$ cat src/logic/pslv_pkg.sv
// constants for the parallel slave port block
package pslv_pkg;

    // register indices; byte address is four times the index
    localparam logic [7:0] IDX_DATA   = 8'h08;
    localparam logic [7:0] IDX_STRB   = 8'h09;
    localparam logic [7:0] IDX_IRQF   = 8'h0C;
    localparam logic [7:0] IDX_DDIR   = 8'h88;
    localparam logic [7:0] IDX_STAT   = 8'h89;
    localparam logic [7:0] IDX_IRQE   = 8'h8C;
    localparam logic [7:0] IDX_ANA    = 8'h9F;
    localparam logic [7:0] IDX_EVST   = 8'hA0;
    localparam logic [7:0] IDX_EVMSK  = 8'hA1;

    // port_status_direction fields
    localparam int BIT_IBF  = 7;
    localparam int BIT_OBF  = 6;
    localparam int BIT_INPUT_OVERFLOW_FLAG = 5;
    localparam int BIT_MODE = 4;

    // slave flag and enable position in the irq registers
    localparam int BIT_SIRQ = 7;

    // strobe pin positions
    localparam int PIN_RD = 0;
    localparam int PIN_WR = 1;
    localparam int PIN_CS = 2;

    // event status and mask positions
    localparam int EV_WR  = 0;
    localparam int EV_RD  = 1;
    localparam int EV_OVF = 2;

    // implemented bits of the irq and analog setup registers
    localparam logic [7:0] IRQ_MASK = 8'hF7;
    localparam logic [7:0] ANA_MASK = 8'h8F;

    // reset values
    localparam logic [2:0] RST_STRB_DIR = 3'h7;
    localparam logic [7:0] RST_DDIR     = 8'hFF;
    localparam logic [7:0] RST_IRQ      = 8'h00;
    localparam logic [7:0] RST_ANA      = 8'h00;

    // analog config code that leaves the strobe pins digital
    localparam logic [3:0] PCFG_DIGITAL = 4'h6;

    // phase clock positions within one instruction cycle
    localparam logic [1:0] PH_Q2 = 2'h1;
    localparam logic [1:0] PH_Q4 = 2'h3;

endpackage

$ cat src/logic/pslv_port.sv
// parallel slave port with avalon register slave
`timescale 1ns/1ps

module pslv_port (
    // clock and reset
    input  wire logic        MCLK,
    input  wire logic        RST_B,
    // avalon slave
    input  wire logic [7:0]  AVS_ADDRESS,
    input  wire logic        AVS_READ,
    input  wire logic        AVS_WRITE,
    input  wire logic [31:0] AVS_WRITEDATA,
    input  wire logic [3:0]  AVS_BYTEENABLE,
    output logic      [31:0] AVS_READDATA,
    output logic             AVS_WAITREQUEST,
    // interrupt
    output logic             IRQ,
    // data pins
    input  wire logic [7:0]  DATA_IN,
    output logic      [7:0]  DATA_OUT,
    output logic      [7:0]  DATA_OE,
    // strobe pins
    input  wire logic [2:0]  STRB_IN,
    output logic      [2:0]  STRB_OUT,
    output logic      [2:0]  STRB_OE
);

    // completion tracker states
    typedef enum logic [1:0] {
        DONE_IDLE,
        DONE_WAIT,
        DONE_ARM
    } pslv_done_t;

    typedef struct packed {
        logic [1:0] phase;
        logic [2:0] strb_s1;
        logic [2:0] strb_s2;
        logic [7:0] data_s1;
        logic [7:0] data_s2;
        logic       wr_act;
        pslv_done_t wr_done;
        logic       rd_act;
        pslv_done_t rd_done;
        logic [7:0] in_latch;
        logic [7:0] out_latch;
        logic       input_full_flag;
        logic       output_full_flag;
        logic       input_overflow_flag;
        logic       mode;
        logic [2:0] strb_dir;
        logic [2:0] strb_lat;
        logic [7:0] data_dir;
        logic [7:0] irq_flags;
        logic [7:0] irq_en;
        logic [7:0] ana;
        logic [2:0] ev;
        logic [2:0] ev_mask;
        logic       ack;
        logic [7:0] rdata;
    } pslv_state_t;

    pslv_state_t s;
    pslv_state_t n;

    logic strobe_on;
    logic wr_now;
    logic rd_now;
    logic q2;
    logic q4;
    logic req;
    logic take;
    logic wen;
    logic obf_set;
    logic [7:0] wd;

    // register read decode
    function automatic logic [7:0] reg_read(
        input pslv_state_t st,
        input logic [7:0]  idx
    );
        logic [7:0] v;
        v = 8'h00;
        case (idx)
            pslv_pkg::IDX_DATA: begin
                if (st.mode) begin
                    v = st.in_latch;
                end else begin
                    v = st.data_s2;
                end
            end
            pslv_pkg::IDX_STRB: begin
                if (st.ana[3:0] == pslv_pkg::PCFG_DIGITAL) begin
                    v = {5'h00, st.strb_s2};
                end
            end
            pslv_pkg::IDX_IRQF: begin
                v = st.irq_flags;
            end
            pslv_pkg::IDX_DDIR: begin
                v = st.data_dir;
            end
            pslv_pkg::IDX_STAT: begin
                v[pslv_pkg::BIT_IBF]  = st.input_full_flag;
                v[pslv_pkg::BIT_OBF]  = st.output_full_flag;
                v[pslv_pkg::BIT_INPUT_OVERFLOW_FLAG] = st.input_overflow_flag;
                v[pslv_pkg::BIT_MODE] = st.mode;
                v[2:0]                = st.strb_dir;
            end
            pslv_pkg::IDX_IRQE: begin
                v = st.irq_en;
            end
            pslv_pkg::IDX_ANA: begin
                v = st.ana;
            end
            pslv_pkg::IDX_EVST: begin
                v = {5'h00, st.ev};
            end
            pslv_pkg::IDX_EVMSK: begin
                v = {5'h00, st.ev_mask};
            end
            default: begin
                v = 8'h00;
            end
        endcase
        return v;
    endfunction

    // completion: wait for strobe end, arm on Q2, fire on Q4
    function automatic pslv_done_t done_next(
        input pslv_done_t cur,
        input logic       ended,
        input logic       at_q2,
        input logic       at_q4
    );
        pslv_done_t nx;
        nx = cur;
        case (cur)
            DONE_IDLE: begin
                if (ended) begin
                    nx = DONE_WAIT;
                end
            end
            DONE_WAIT: begin
                if (at_q2) begin
                    nx = DONE_ARM;
                end
            end
            DONE_ARM: begin
                if (at_q4) begin
                    nx = DONE_IDLE;
                end
            end
            default: begin
                nx = DONE_IDLE;
            end
        endcase
        return nx;
    endfunction

    // chip select and one strobe both low at the synchronised pins
    function automatic logic strobe_pair_low(
        input logic [2:0] pins,
        input int         which
    );
        return ~pins[pslv_pkg::PIN_CS] & ~pins[which];
    endfunction

    assign strobe_on = s.mode & (&s.strb_dir)
                     & (s.ana[3:0] == pslv_pkg::PCFG_DIGITAL);
    assign wr_now = strobe_on
                  & strobe_pair_low(s.strb_s2, pslv_pkg::PIN_WR);
    assign rd_now = strobe_on
                  & strobe_pair_low(s.strb_s2, pslv_pkg::PIN_RD);
    assign q2   = (s.phase == pslv_pkg::PH_Q2);
    assign q4   = (s.phase == pslv_pkg::PH_Q4);
    assign req  = AVS_READ | AVS_WRITE;
    assign take = req & s.ack;
    assign wen  = take & AVS_WRITE & AVS_BYTEENABLE[0];
    assign wd   = AVS_WRITEDATA[7:0];

    always_comb begin
        n = s;
        obf_set = 1'b0;

        // phase clock and synchronisers
        n.phase   = s.phase + 2'h1;
        n.strb_s1 = STRB_IN;
        n.strb_s2 = s.strb_s1;
        n.data_s1 = DATA_IN;
        n.data_s2 = s.data_s1;

        // bus handshake: one wait cycle, then answer
        if (req & ~s.ack) begin
            n.ack = 1'b1;
            if (AVS_READ) begin
                n.rdata = reg_read(s, AVS_ADDRESS);
            end
        end
        if (take) begin
            n.ack = 1'b0;
        end

        // firmware read side effect
        if (take & AVS_READ & s.mode
            & (AVS_ADDRESS == pslv_pkg::IDX_DATA)) begin
            n.input_full_flag = 1'b0;
        end

        // firmware writes
        if (wen) begin
            case (AVS_ADDRESS)
                pslv_pkg::IDX_DATA: begin
                    n.out_latch = wd;
                    obf_set     = s.mode;
                end
                pslv_pkg::IDX_STRB: begin
                    n.strb_lat = wd[2:0];
                end
                pslv_pkg::IDX_IRQF: begin
                    n.irq_flags = wd & pslv_pkg::IRQ_MASK;
                end
                pslv_pkg::IDX_DDIR: begin
                    n.data_dir = wd;
                end
                pslv_pkg::IDX_STAT: begin
                    n.input_overflow_flag     = wd[pslv_pkg::BIT_INPUT_OVERFLOW_FLAG];
                    n.mode     = wd[pslv_pkg::BIT_MODE];
                    n.strb_dir = wd[2:0];
                end
                pslv_pkg::IDX_IRQE: begin
                    n.irq_en = wd & pslv_pkg::IRQ_MASK;
                end
                pslv_pkg::IDX_ANA: begin
                    n.ana = wd & pslv_pkg::ANA_MASK;
                end
                pslv_pkg::IDX_EVST: begin
                    n.ev = s.ev & ~wd[2:0];
                end
                pslv_pkg::IDX_EVMSK: begin
                    n.ev_mask = wd[2:0];
                end
                default: begin
                end
            endcase
        end

        // external write
        n.wr_act = wr_now;
        if (wr_now) begin
            n.in_latch = s.data_s2;
        end
        if (wr_now & ~s.wr_act & s.input_full_flag) begin
            n.input_overflow_flag = 1'b1;
            n.ev[pslv_pkg::EV_OVF] = 1'b1;
        end
        n.wr_done = done_next(s.wr_done, s.wr_act & ~wr_now, q2, q4);
        // write done flags on the armed Q4
        if ((s.wr_done == DONE_ARM) & q4) begin
            n.input_full_flag    = 1'b1;
            n.irq_flags[pslv_pkg::BIT_SIRQ] = 1'b1;
            n.ev[pslv_pkg::EV_WR] = 1'b1;
        end

        // external read
        n.rd_act = rd_now;
        if (rd_now & ~s.rd_act) begin
            n.output_full_flag = 1'b0;
        end
        n.rd_done = done_next(s.rd_done, s.rd_act & ~rd_now, q2, q4);
        // read done flag on the armed Q4
        if ((s.rd_done == DONE_ARM) & q4) begin
            n.irq_flags[pslv_pkg::BIT_SIRQ] = 1'b1;
            n.ev[pslv_pkg::EV_RD] = 1'b1;
        end

        // firmware data write refills output buffer
        if (obf_set) begin
            n.output_full_flag = 1'b1;
        end

        // general io mode: flags held clear, overflow kept
        if (~n.mode) begin
            n.input_full_flag     = 1'b0;
            n.output_full_flag     = 1'b0;
            n.wr_done = DONE_IDLE;
            n.rd_done = DONE_IDLE;
        end
    end

    always_ff @(posedge MCLK or negedge RST_B) begin
        if (!RST_B) begin
            s           <= '0;
            s.strb_s1   <= 3'h7;
            s.strb_s2   <= 3'h7;
            s.wr_done   <= DONE_IDLE;
            s.rd_done   <= DONE_IDLE;
            s.ack       <= 1'b0;
            s.rdata     <= 8'h00;
            s.strb_dir  <= pslv_pkg::RST_STRB_DIR;
            s.data_dir  <= pslv_pkg::RST_DDIR;
            s.irq_flags <= pslv_pkg::RST_IRQ;
            s.irq_en    <= pslv_pkg::RST_IRQ;
            s.ana       <= pslv_pkg::RST_ANA;
        end else begin
            s <= n;
        end
    end

    // bus outputs
    assign AVS_WAITREQUEST = req & ~s.ack;
    assign AVS_READDATA    = {24'h000000, s.rdata};

    // interrupt: slave flag with enable, plus masked event status
    assign IRQ = (s.irq_flags[pslv_pkg::BIT_SIRQ]
                  & s.irq_en[pslv_pkg::BIT_SIRQ])
               | (|(s.ev & s.ev_mask));

    // data pins: master steers direction in slave mode
    assign DATA_OUT = s.out_latch;
    assign DATA_OE  = s.mode ? {8{s.rd_act}} : ~s.data_dir;

    // strobe pins never driven in slave mode
    assign STRB_OUT = s.strb_lat;
    assign STRB_OE  = s.mode ? 3'h0 : ~s.strb_dir;

endmodule
$ cat config.mk
export PLATFORM = sky130hd
export DESIGN_NAME = pslv_port
export DESIGN_NICKNAME = d
export VERILOG_FILES = /design/src/logic/pslv_pkg.sv /design/src/logic/pslv_port.sv
export SDC_FILE = /design/constraint.sdc
export NUM_CORES = 1
export LEC_CHECK = 0
export ABC_AREA = 1
export BUFFER_PORTS_ARGS = -buffer_cell sky130_fd_sc_hd__buf_2
export CAP_MARGIN = 20
export CORE_ASPECT_RATIO = 0.6
export CORE_MARGIN = 3
export CORE_UTILIZATION = 40
export CTS_CLUSTER_SIZE = 25
export DETAILED_ROUTE_END_ITERATION = 6
export GPL_ROUTABILITY_DRIVEN = 0
export GPL_TIMING_DRIVEN = 0
export PLACE_DENSITY = 0.69
export SYNTH_ARGS = -nofsm -noshare
export SYNTH_HDL_FRONTEND = slang
export SYNTH_SLANG_ARGS = --single-unit
$ cat constraint.sdc
create_clock -name MCLK -period 2.25 [get_ports MCLK]
set_clock_uncertainty 0.15 [all_clocks]
set_input_delay 0 -clock MCLK [delete_from_list [all_inputs] [get_ports MCLK]]
set_output_delay 0 -clock MCLK [all_outputs]
set_load 0.01 [all_outputs]
Word-level counts from Yosys, hierarchy flattened
Index checks and enable logic that the tools add are counted.
{"block": "classes", "add_sub_neg": 1, "n_eq_ne": 24, "muxes": 40, "bitwise_logic": 36, "n_reduce_logical": 30}
{"cell": "8-bit two-way mux", "n": 7}
{"cell": "8-bit equality test (second input constant)", "n": 6}
{"cell": "46-bit two-way mux", "n": 1}
{"cell": "4-bit case mux with 7 select lines", "n": 1}
{"cell": "2-bit AND reduction", "n": 14}
{"cell": "3-bit case mux with 9 select lines", "n": 1}
{"cell": "8-bit by 4-bit equality test with 1-bit output (second input constant)", "n": 3}
{"cell": "1-bit bitwise AND", "n": 21}
{"cell": "3-bit != test (second input constant)", "n": 6}
{"cell": "2-bit nonzero test", "n": 8}
{"cell": "3-bit two-way mux", "n": 5}
{"cell": "2-bit two-way mux", "n": 7}
{"cell": "1-bit two-way mux", "n": 13}
{"cell": "2-bit case mux with 3 select lines", "n": 2}
{"cell": "9-bit two-way mux", "n": 1}
{"cell": "3-bit AND reduction", "n": 3}
{"cell": "1-bit inverter", "n": 8}
{"cell": "8-bit inverter", "n": 1}
{"cell": "3-bit bitwise AND", "n": 2}
{"cell": "2-bit by 1-bit equality test with 1-bit output (second input constant)", "n": 3}
{"cell": "2-bit equality test (second input constant)", "n": 3}
{"cell": "3-bit by 1-bit != test with 1-bit output (second input constant)", "n": 2}
{"cell": "3-bit inverter", "n": 2}
{"cell": "3-bit nonzero test", "n": 2}
{"cell": "other kinds (7)", "n": 9}
{"block": "totals", "regBits": 98, "inputBits": 59, "out_inout_bits": 56, "word_cells": 159}

Logic depth before layout (Yosys ltp)
Gate-level depths: netlist of the first run.
{"block": "depth", "word_depth": 9, "mapped_depth": 11, "ltp_nobuf": 11}

Worst setup path after synthesis of the first run
Ideal clock, no wire load.
{"block": "synth_timing", "path_kind": "flip-flop to flip-flop", "startpoint": "register s[8] (netlist bit)", "endpoint": "register s[73] (netlist bit)", "arrival_time_ns": 1.249, "required_ns": 1.976, "path_slack_ns": 0.728, "path_stages_with_launch": 10, "path_cell_list": "dfrtp_1 -> nand2_1 -> nor2_2 -> buf_4 -> nand4_1 -> nand2_2 -> buf_6 -> nand3_2 -> nand2_1 -> o21bai_2"}
{"element": "start: declaration", "line_no": "pslv_port.sv:63", "source": "pslv_state_t s;"}
{"element": "start signal: assignment", "line_no": "pslv_port.sv:306", "source": "s <= n;"}

Worst setup path in the final report of the first run
{"block": "layout_timing", "startpoint": "register s[53] (netlist bit)", "endpoint": "output port DATA_OE[4]"}
{"block": "layout_between", "elab_chain_len": 1}
{"element": "8-bit two-way mux", "line_no": "pslv_port.sv:321", "source": "assign DATA_OE = s.mode ? {8{s.rd_act}} : ~s.data_dir;"}
{"element": "end: declaration", "line_no": "pslv_port.sv:21", "source": "output logic [7:0] DATA_OE,"}
Every way passes these cells.

==> flow_summary_export.csv, run 1 <==
group,metric,value,unit
route,drt_iter0_markers,460,
worst_hold_path,hp-class,"in2reg",
synthesis,syn_inst,549,
grt,grt-busiest-layer,"met1",
power_and_ir_drop,irDropWorstVdd,0.462,mV
sta,setup_violations,0,
clock_network,path_clk_slew,70,ps
setup_path,cp-startpoint,"s[53]",
setup_path,regToRegSetupSlack,240,ps
finish,final_common_cell,"nand2_1",
status,status,"finished clean",
floorplan,rows,29,
job,cap_violations,0,
finish,fin_area,0.00585,mm^2
finish,syn_to_final_growth,25.2,%
power_and_ir_drop,cellPowerDensity,692,mW/mm^2
synthesis,yosys_warnings,0,
power_and_ir_drop,total_power,4.05,mW
synthesis,synth_cell_types,32,
route,first_pass_iters,5,
setup_path,r2r_end,"s[54]",
floorplan,start_util,0.426,
grt,grt_use_met1,0.290,
sta,setup-tns-final,0,ps
clock_network,h-tree-depth,3,
synthesis,synth_edf_count,0,
synthesis,synth.largest_area_cell,"dfrtp_1",
synthesis,synth_xor_area_frac,0.00188,
grt,antenna_found_initial,0,
synthesis,synthAdderAreaFrac,0.00536,
finish,final_cell_mix,"nand2_1 (170), dfrtp_1 (81), buf_2 (66)",
placement,post-dp-hpwl,9000,um
synthesis,synth.cell_area,0.00467,mm^2
sta,finalHoldViolCount,0,
synthesis,synth-compound-area-share,0.0970,
sta,fin_ws,206,ps
setup_path,cp-start-kind,"flip-flop",
sta,drv_slew,0,
setup_path,reg2reg_depth,5,
grt,grt_start_max_net_pins,56,
setup_path,critical_path_class,"reg2out",
synthesis,ys_seq_area_frac,0.530,
setup_path,critPathArrivalTime,1890,ps
synthesis,synth_top_area_share,0.434,
placement,dpl.cell_count,791,
sta,max_slew_margin,0.553,
sta,worst_pin_slew,665,ps
floorplan,fp.coreArea,0.0110,mm^2
floorplan,die_w,145,um
power_and_ir_drop,power_leakage,2.93,nW
finish,finalNetCount,734,
floorplan,die-area,0.0130,mm^2
grt,grt.met2_usage,0.278,
finish,diodes,0,
synthesis,synthSimpleGateAreaFrac,0.245,
setup_path,crit_end,"DATA_OE[4]",
clock_network,cts_setup_buffers,0,
sta,hold_slack,28.6,ps
worst_hold_path,worstHoldStart,"AVS_ADDRESS[5]",
clock_network,clk_path_buf_depth,2,
placement,dp_slack,297,ps
route,wirelength,12000,um
synthesis,ys_seq_elements,98,
grt,grt_pass1_vias,3715,
grt,use_met3,0.0491,
setup_path,r2r_start,"s[15]",
clock_network,cts_buffers,9,
sta,max_freq,489,MHz
floorplan,die_height,89.7,um
route,vias,4011,
finish,fin_cells,832,
route,route.antenna.remaining_nets,0,
sta,finalCritPeriodShare,0.908,
clock_network,clock_latency,340,ps
grt,grt_usage,0.191,
placement,dpl_cell_area,0.00530,mm^2
grt,grt_pass1_wl,19500,um
route,drc,0,
clock_network,cts_tree,"built",
route,viasPerCell,4.82,
finish,drive_above_1_share,0.245,
route,routedWlPerCell,14.4,um
sta,rsz0062_at_grt,"no",
grt,overflow,0,
setup_path,crit_required,2100,ps
synthesis,synthTopCellsByArea,"dfrtp_1 (43%), nand2_1 (14%), dfstp_2 (9.6%)",
synthesis,synth_top_family_by_area,"simple AND/OR/NAND/NOR gates",
setup_path,end_kind,"primary output",
synthesis,synthMuxAreaShare,0.00214,
setup_path,crit_fanout,10,
clock_network,cts.sink_count,98,
finish,post-route-util,0.534,
floorplan,ios,115,
synthesis,synthArstFlopShare,1.00,
placement,portBuffers,63,
sta,period_minus_slack,2040,ps
clock_network,clock-root-buffer,"clkbuf_16",
synthesis,syn_avg_cell_area,8.51,um^2
synthesis,ys.flop_type,"dfrtp_1",
-- cells by family (layout without fill, tap and decap cells) --
| kind of cell | Yosys count | after routing |
|---|---|---|
| compound gates | 84 | 84 |
| xor+xnor | 1 | 1 |
| fa+ha+maj | 2 | 2 |
| buf+inv | 98 | 203 |
| flops | 98 | 98 |
| mux | 1 | 1 |
| other cells | 1 | 24 |
| simple gates | 264 | 264 |
-- synthesized netlist by cell type, types with 4 or more instances --
master / count
nand2_1: 170
dfrtp_1: 81
o21ai_0: 60
buf_4: 44
inv_1: 43
nor2_1: 42
nand3_1: 25
dfstp_2: 17
a21oi_1: 10
nand4_1: 6
o21ai_1: 6
nand3_2: 5
nor2_4: 5
nor3_1: 5
buf_2: 4
-- worst min path at each step --
stage          cells past startpoint              end  slack [ps]
2_1_floorplan                      0  AVS_READDATA[0]        -450
3_3_place_gp                       1            n[95]         -40
3_5_place_dp                       1             s[9]        -100
4_1_cts                            6            s[51]          20
5_1_grt                            5  AVS_READDATA[3]          60
6_report                           6            s[51]          30
-- worst max-delay path, stage by stage (launching register included) --
cell and delay (ps):
dfrtp_1 320, buf_2 220, clkbuf_2 290, clkbuf_1 370, o21ai_0 190, buf_2 170
-- flip-flops by register name, indices dropped and copies added, names as in the netlist --
name          cells
s                68
n                11
DATA_OUT          8
STRB_OUT          3
AVS_READDATA      8
-- routing by layer --
metal,wire (um),share of wire
met4,55,0.0046
met2,5060,0.42
met1,5900,0.49
met5,0,0
met3,991,0.083
-- timing repair --
action                                  4_1_cts  5_1_grt
hold buffers                                 26        0
resized for setup                             0        1
hold endpoints to repair                    111        0
endpoints found under the setup margin        0       11
-- area by class of cell --
type,instances,area (um^2)
plain buffers,54,389
multi-input cells,376,1730
inverters,44,165
clock inverters,5,62.6
repair buffers,90,606
clock buffers,10,229
flip-flops and latches,98,2470
well taps,155,194
fillers,1050,5110
-- where the power goes --
group	total, mW	internal [mW]	switching (mW)
clock	1.53	0.864	0.667
sequential	1.93	1.87	0.0640
combinational	0.583	0.259	0.324
total	4.05	2.99	1.06
Note: power is estimated with default switching activity, not from simulation.
==> run 2, diff against run 1 <==
- CORE_UTILIZATION: 40 -> 55
- PLACE_DENSITY: 0.69 -> 0.88
==> run 2 against run 1 <==
Fmax is 0.57% lower. Power increased by 3.0%. Via count increased by 3.8%. Global-route usage increased by 6.2 points. First-iteration DRC count is 6.5% lower. Sequential share of layout area rose by 0.15 points.
==> flow_summary_export.csv, run 2 (same netlist as run 1, synthesis figures left out) <==
group,metric,value,unit
grt,grt_usage,0.253,
sta,drv_slew,0,
power_and_ir_drop,sw_frac_of_total,0.249,
route,drt_iter0_markers,430,
clock_network,clk_path_buf_depth,2,
sta,hold_slack,25.6,ps
route,routedWlPerCell,14.9,um
floorplan,die_w,125,um
sta,finalHoldViolCount,0,
grt,grt_start_max_net_pins,56,
grt,antenna_found_initial,0,
floorplan,ios,115,
clock_network,cts_setup_buffers,0,
job,cap_violations,0,
setup_path,cp-start-kind,"flip-flop",
floorplan,rows,25,
worst_hold_path,hp-class,"in2reg",
sta,period_minus_slack,2060,ps
floorplan,die_height,77.4,um
placement,post-dp-hpwl,8510,um
finish,nFillCells,627,
route,wirelength,11700,um
floorplan,die-area,0.00967,mm^2
route,route.antenna.remaining_nets,0,
finish,drive_above_1_share,0.246,
clock_network,clock-root-buffer,"clkbuf_16",
power_and_ir_drop,power.share.clock,0.395,
route,first_pass_iters,6,
power_and_ir_drop,cellPowerDensity,715,mW/mm^2
power_and_ir_drop,irDropWorstVdd,0.651,mV
grt,grt_pass1_vias,3944,
clock_network,cts_tree,"built",
clock_network,cts.sink_count,98,
clock_network,clock_latency,350,ps
finish,final_common_cell,"nand2_1",
placement,dpl.cell_count,744,
power_and_ir_drop,power_frac_seq,0.465,
sta,setup-tns-final,0,ps
sta,rsz0062_at_grt,"no",
sta,max_freq,486,MHz
sta,finalCritPeriodShare,0.914,
setup_path,end_kind,"primary output",
setup_path,critical_path_class,"reg2out",
finish,fin_area,0.00583,mm^2
finish,diodes,0,
status,status,"finished clean",
placement,portBuffers,63,
setup_path,critPathArrivalTime,1910,ps
power_and_ir_drop,comb_power_share,0.140,
finish,largest-register,"s",
route,vias,4162,
floorplan,fp.coreArea,0.00807,mm^2
floorplan,start_util,0.579,
clock_network,h-tree-depth,3,
finish,largest_register_ff_count,68,
sta,worst_pin_slew,715,ps
finish,syn_to_final_growth,24.8,%
route,drc,0,
clock_network,cts_buffers,9,
sta,setup_violations,0,
clock_network,path_clk_slew,60,ps
setup_path,crit_fanout,10,
route,viasPerCell,5.29,
finish,fin_cells,787,
power_and_ir_drop,power_leakage,2.95,nW
finish,post-route-util,0.722,
finish,final_cell_mix,"nand2_1 (170), dfrtp_1 (81), buf_2 (66)",
power_and_ir_drop,switchingPower,1.04,mW
grt,overflow,0,
setup_path,crit_required,2100,ps
placement,dpl_cell_area,0.00524,mm^2
sta,max_slew_margin,0.519,
power_and_ir_drop,intPower,3.13,mW
finish,finalNetCount,735,
grt,grt_pass1_wl,19200,um
[run 2: cell count changes in the layout (fill, tap and decap cells not counted), sizes merged]
cell	previous run	this run
clkbuf	14	15
bufinv	1	2
inv	45	43
clkinvlp	2	1
clkinv	1	3
dlygate4sd3	26	27
[run 2: worst paths after layout]
| kind | start | end | slack [ps] | cells past startpoint |
|---|---|---|---|---|
| max | s[53] | DATA_OE[1] | 190 | 5 |
| min | AVS_ADDRESS[4] | AVS_READDATA[3] | 30 | 5 |
| max reg2reg | s[15] | s[54] | 230 | 5 |
| min reg2reg | n[81] | s[81] | 200 | 0 |
| max in group asynchronous | RST_B | n[96] | 1180 | 3 |
| min in group asynchronous | RST_B | s[9] | 60 | 2 |
[run 2: routing by layer]
metal  part of all wire  wire length (um)  global-route usage  up-vias
met5                  0                 0                   0        -
met4              0.011               133              0.0563        0
met3               0.12              1460              0.0935       20
met2               0.44              5220               0.384      259
met1               0.42              4930               0.351     1948
li1                   -                 -                   -     1935
[run 2: metrics by stage]
stage	total power, mW	setup WS [ps]
global placement	2.48	174
floorplan	2.28	728
finish	4.17	194
CTS	4.18	78.0
global route	4.32	56.5
detailed placement	2.50	350
[run 2: final cells by class]
class,count,area (um^2),area share
sequential,98,2470,0.424
tap,108,135,0.0232
buffer,54,389,0.0668
multi-input combinational,376,1730,0.297
timing repair buffer,91,616,0.106
clock buffer,11,243,0.0416
clock inverter,5,77.6,0.0133
inverter,44,165,0.0283
[run 2: repair_timing]
item / 4_1_cts / 5_1_grt
endpoints found under the setup margin: 0 / 8
endpoints found under the hold margin: 140 / 0
hold buffers: 27 / 0
resized for setup: 0 / 1
[run 2: power by group through the flow]
stage	sequential [mW]	combinational (mW)	clock, mW
after floorplan	1.94	0.336	0
after global placement	1.96	0.517	0
after detailed placement	1.97	0.536	0
after CTS	1.94	0.577	1.67
after global routing	1.95	0.637	1.74
final	1.94	0.584	1.65
[run 2: critical path: stages, from the launching register on]
cell and delay [ps]:
dfrtp_1 320, buf_2 210, clkbuf_2 270, clkbuf_1 380
o21ai_0 210, buf_2 180
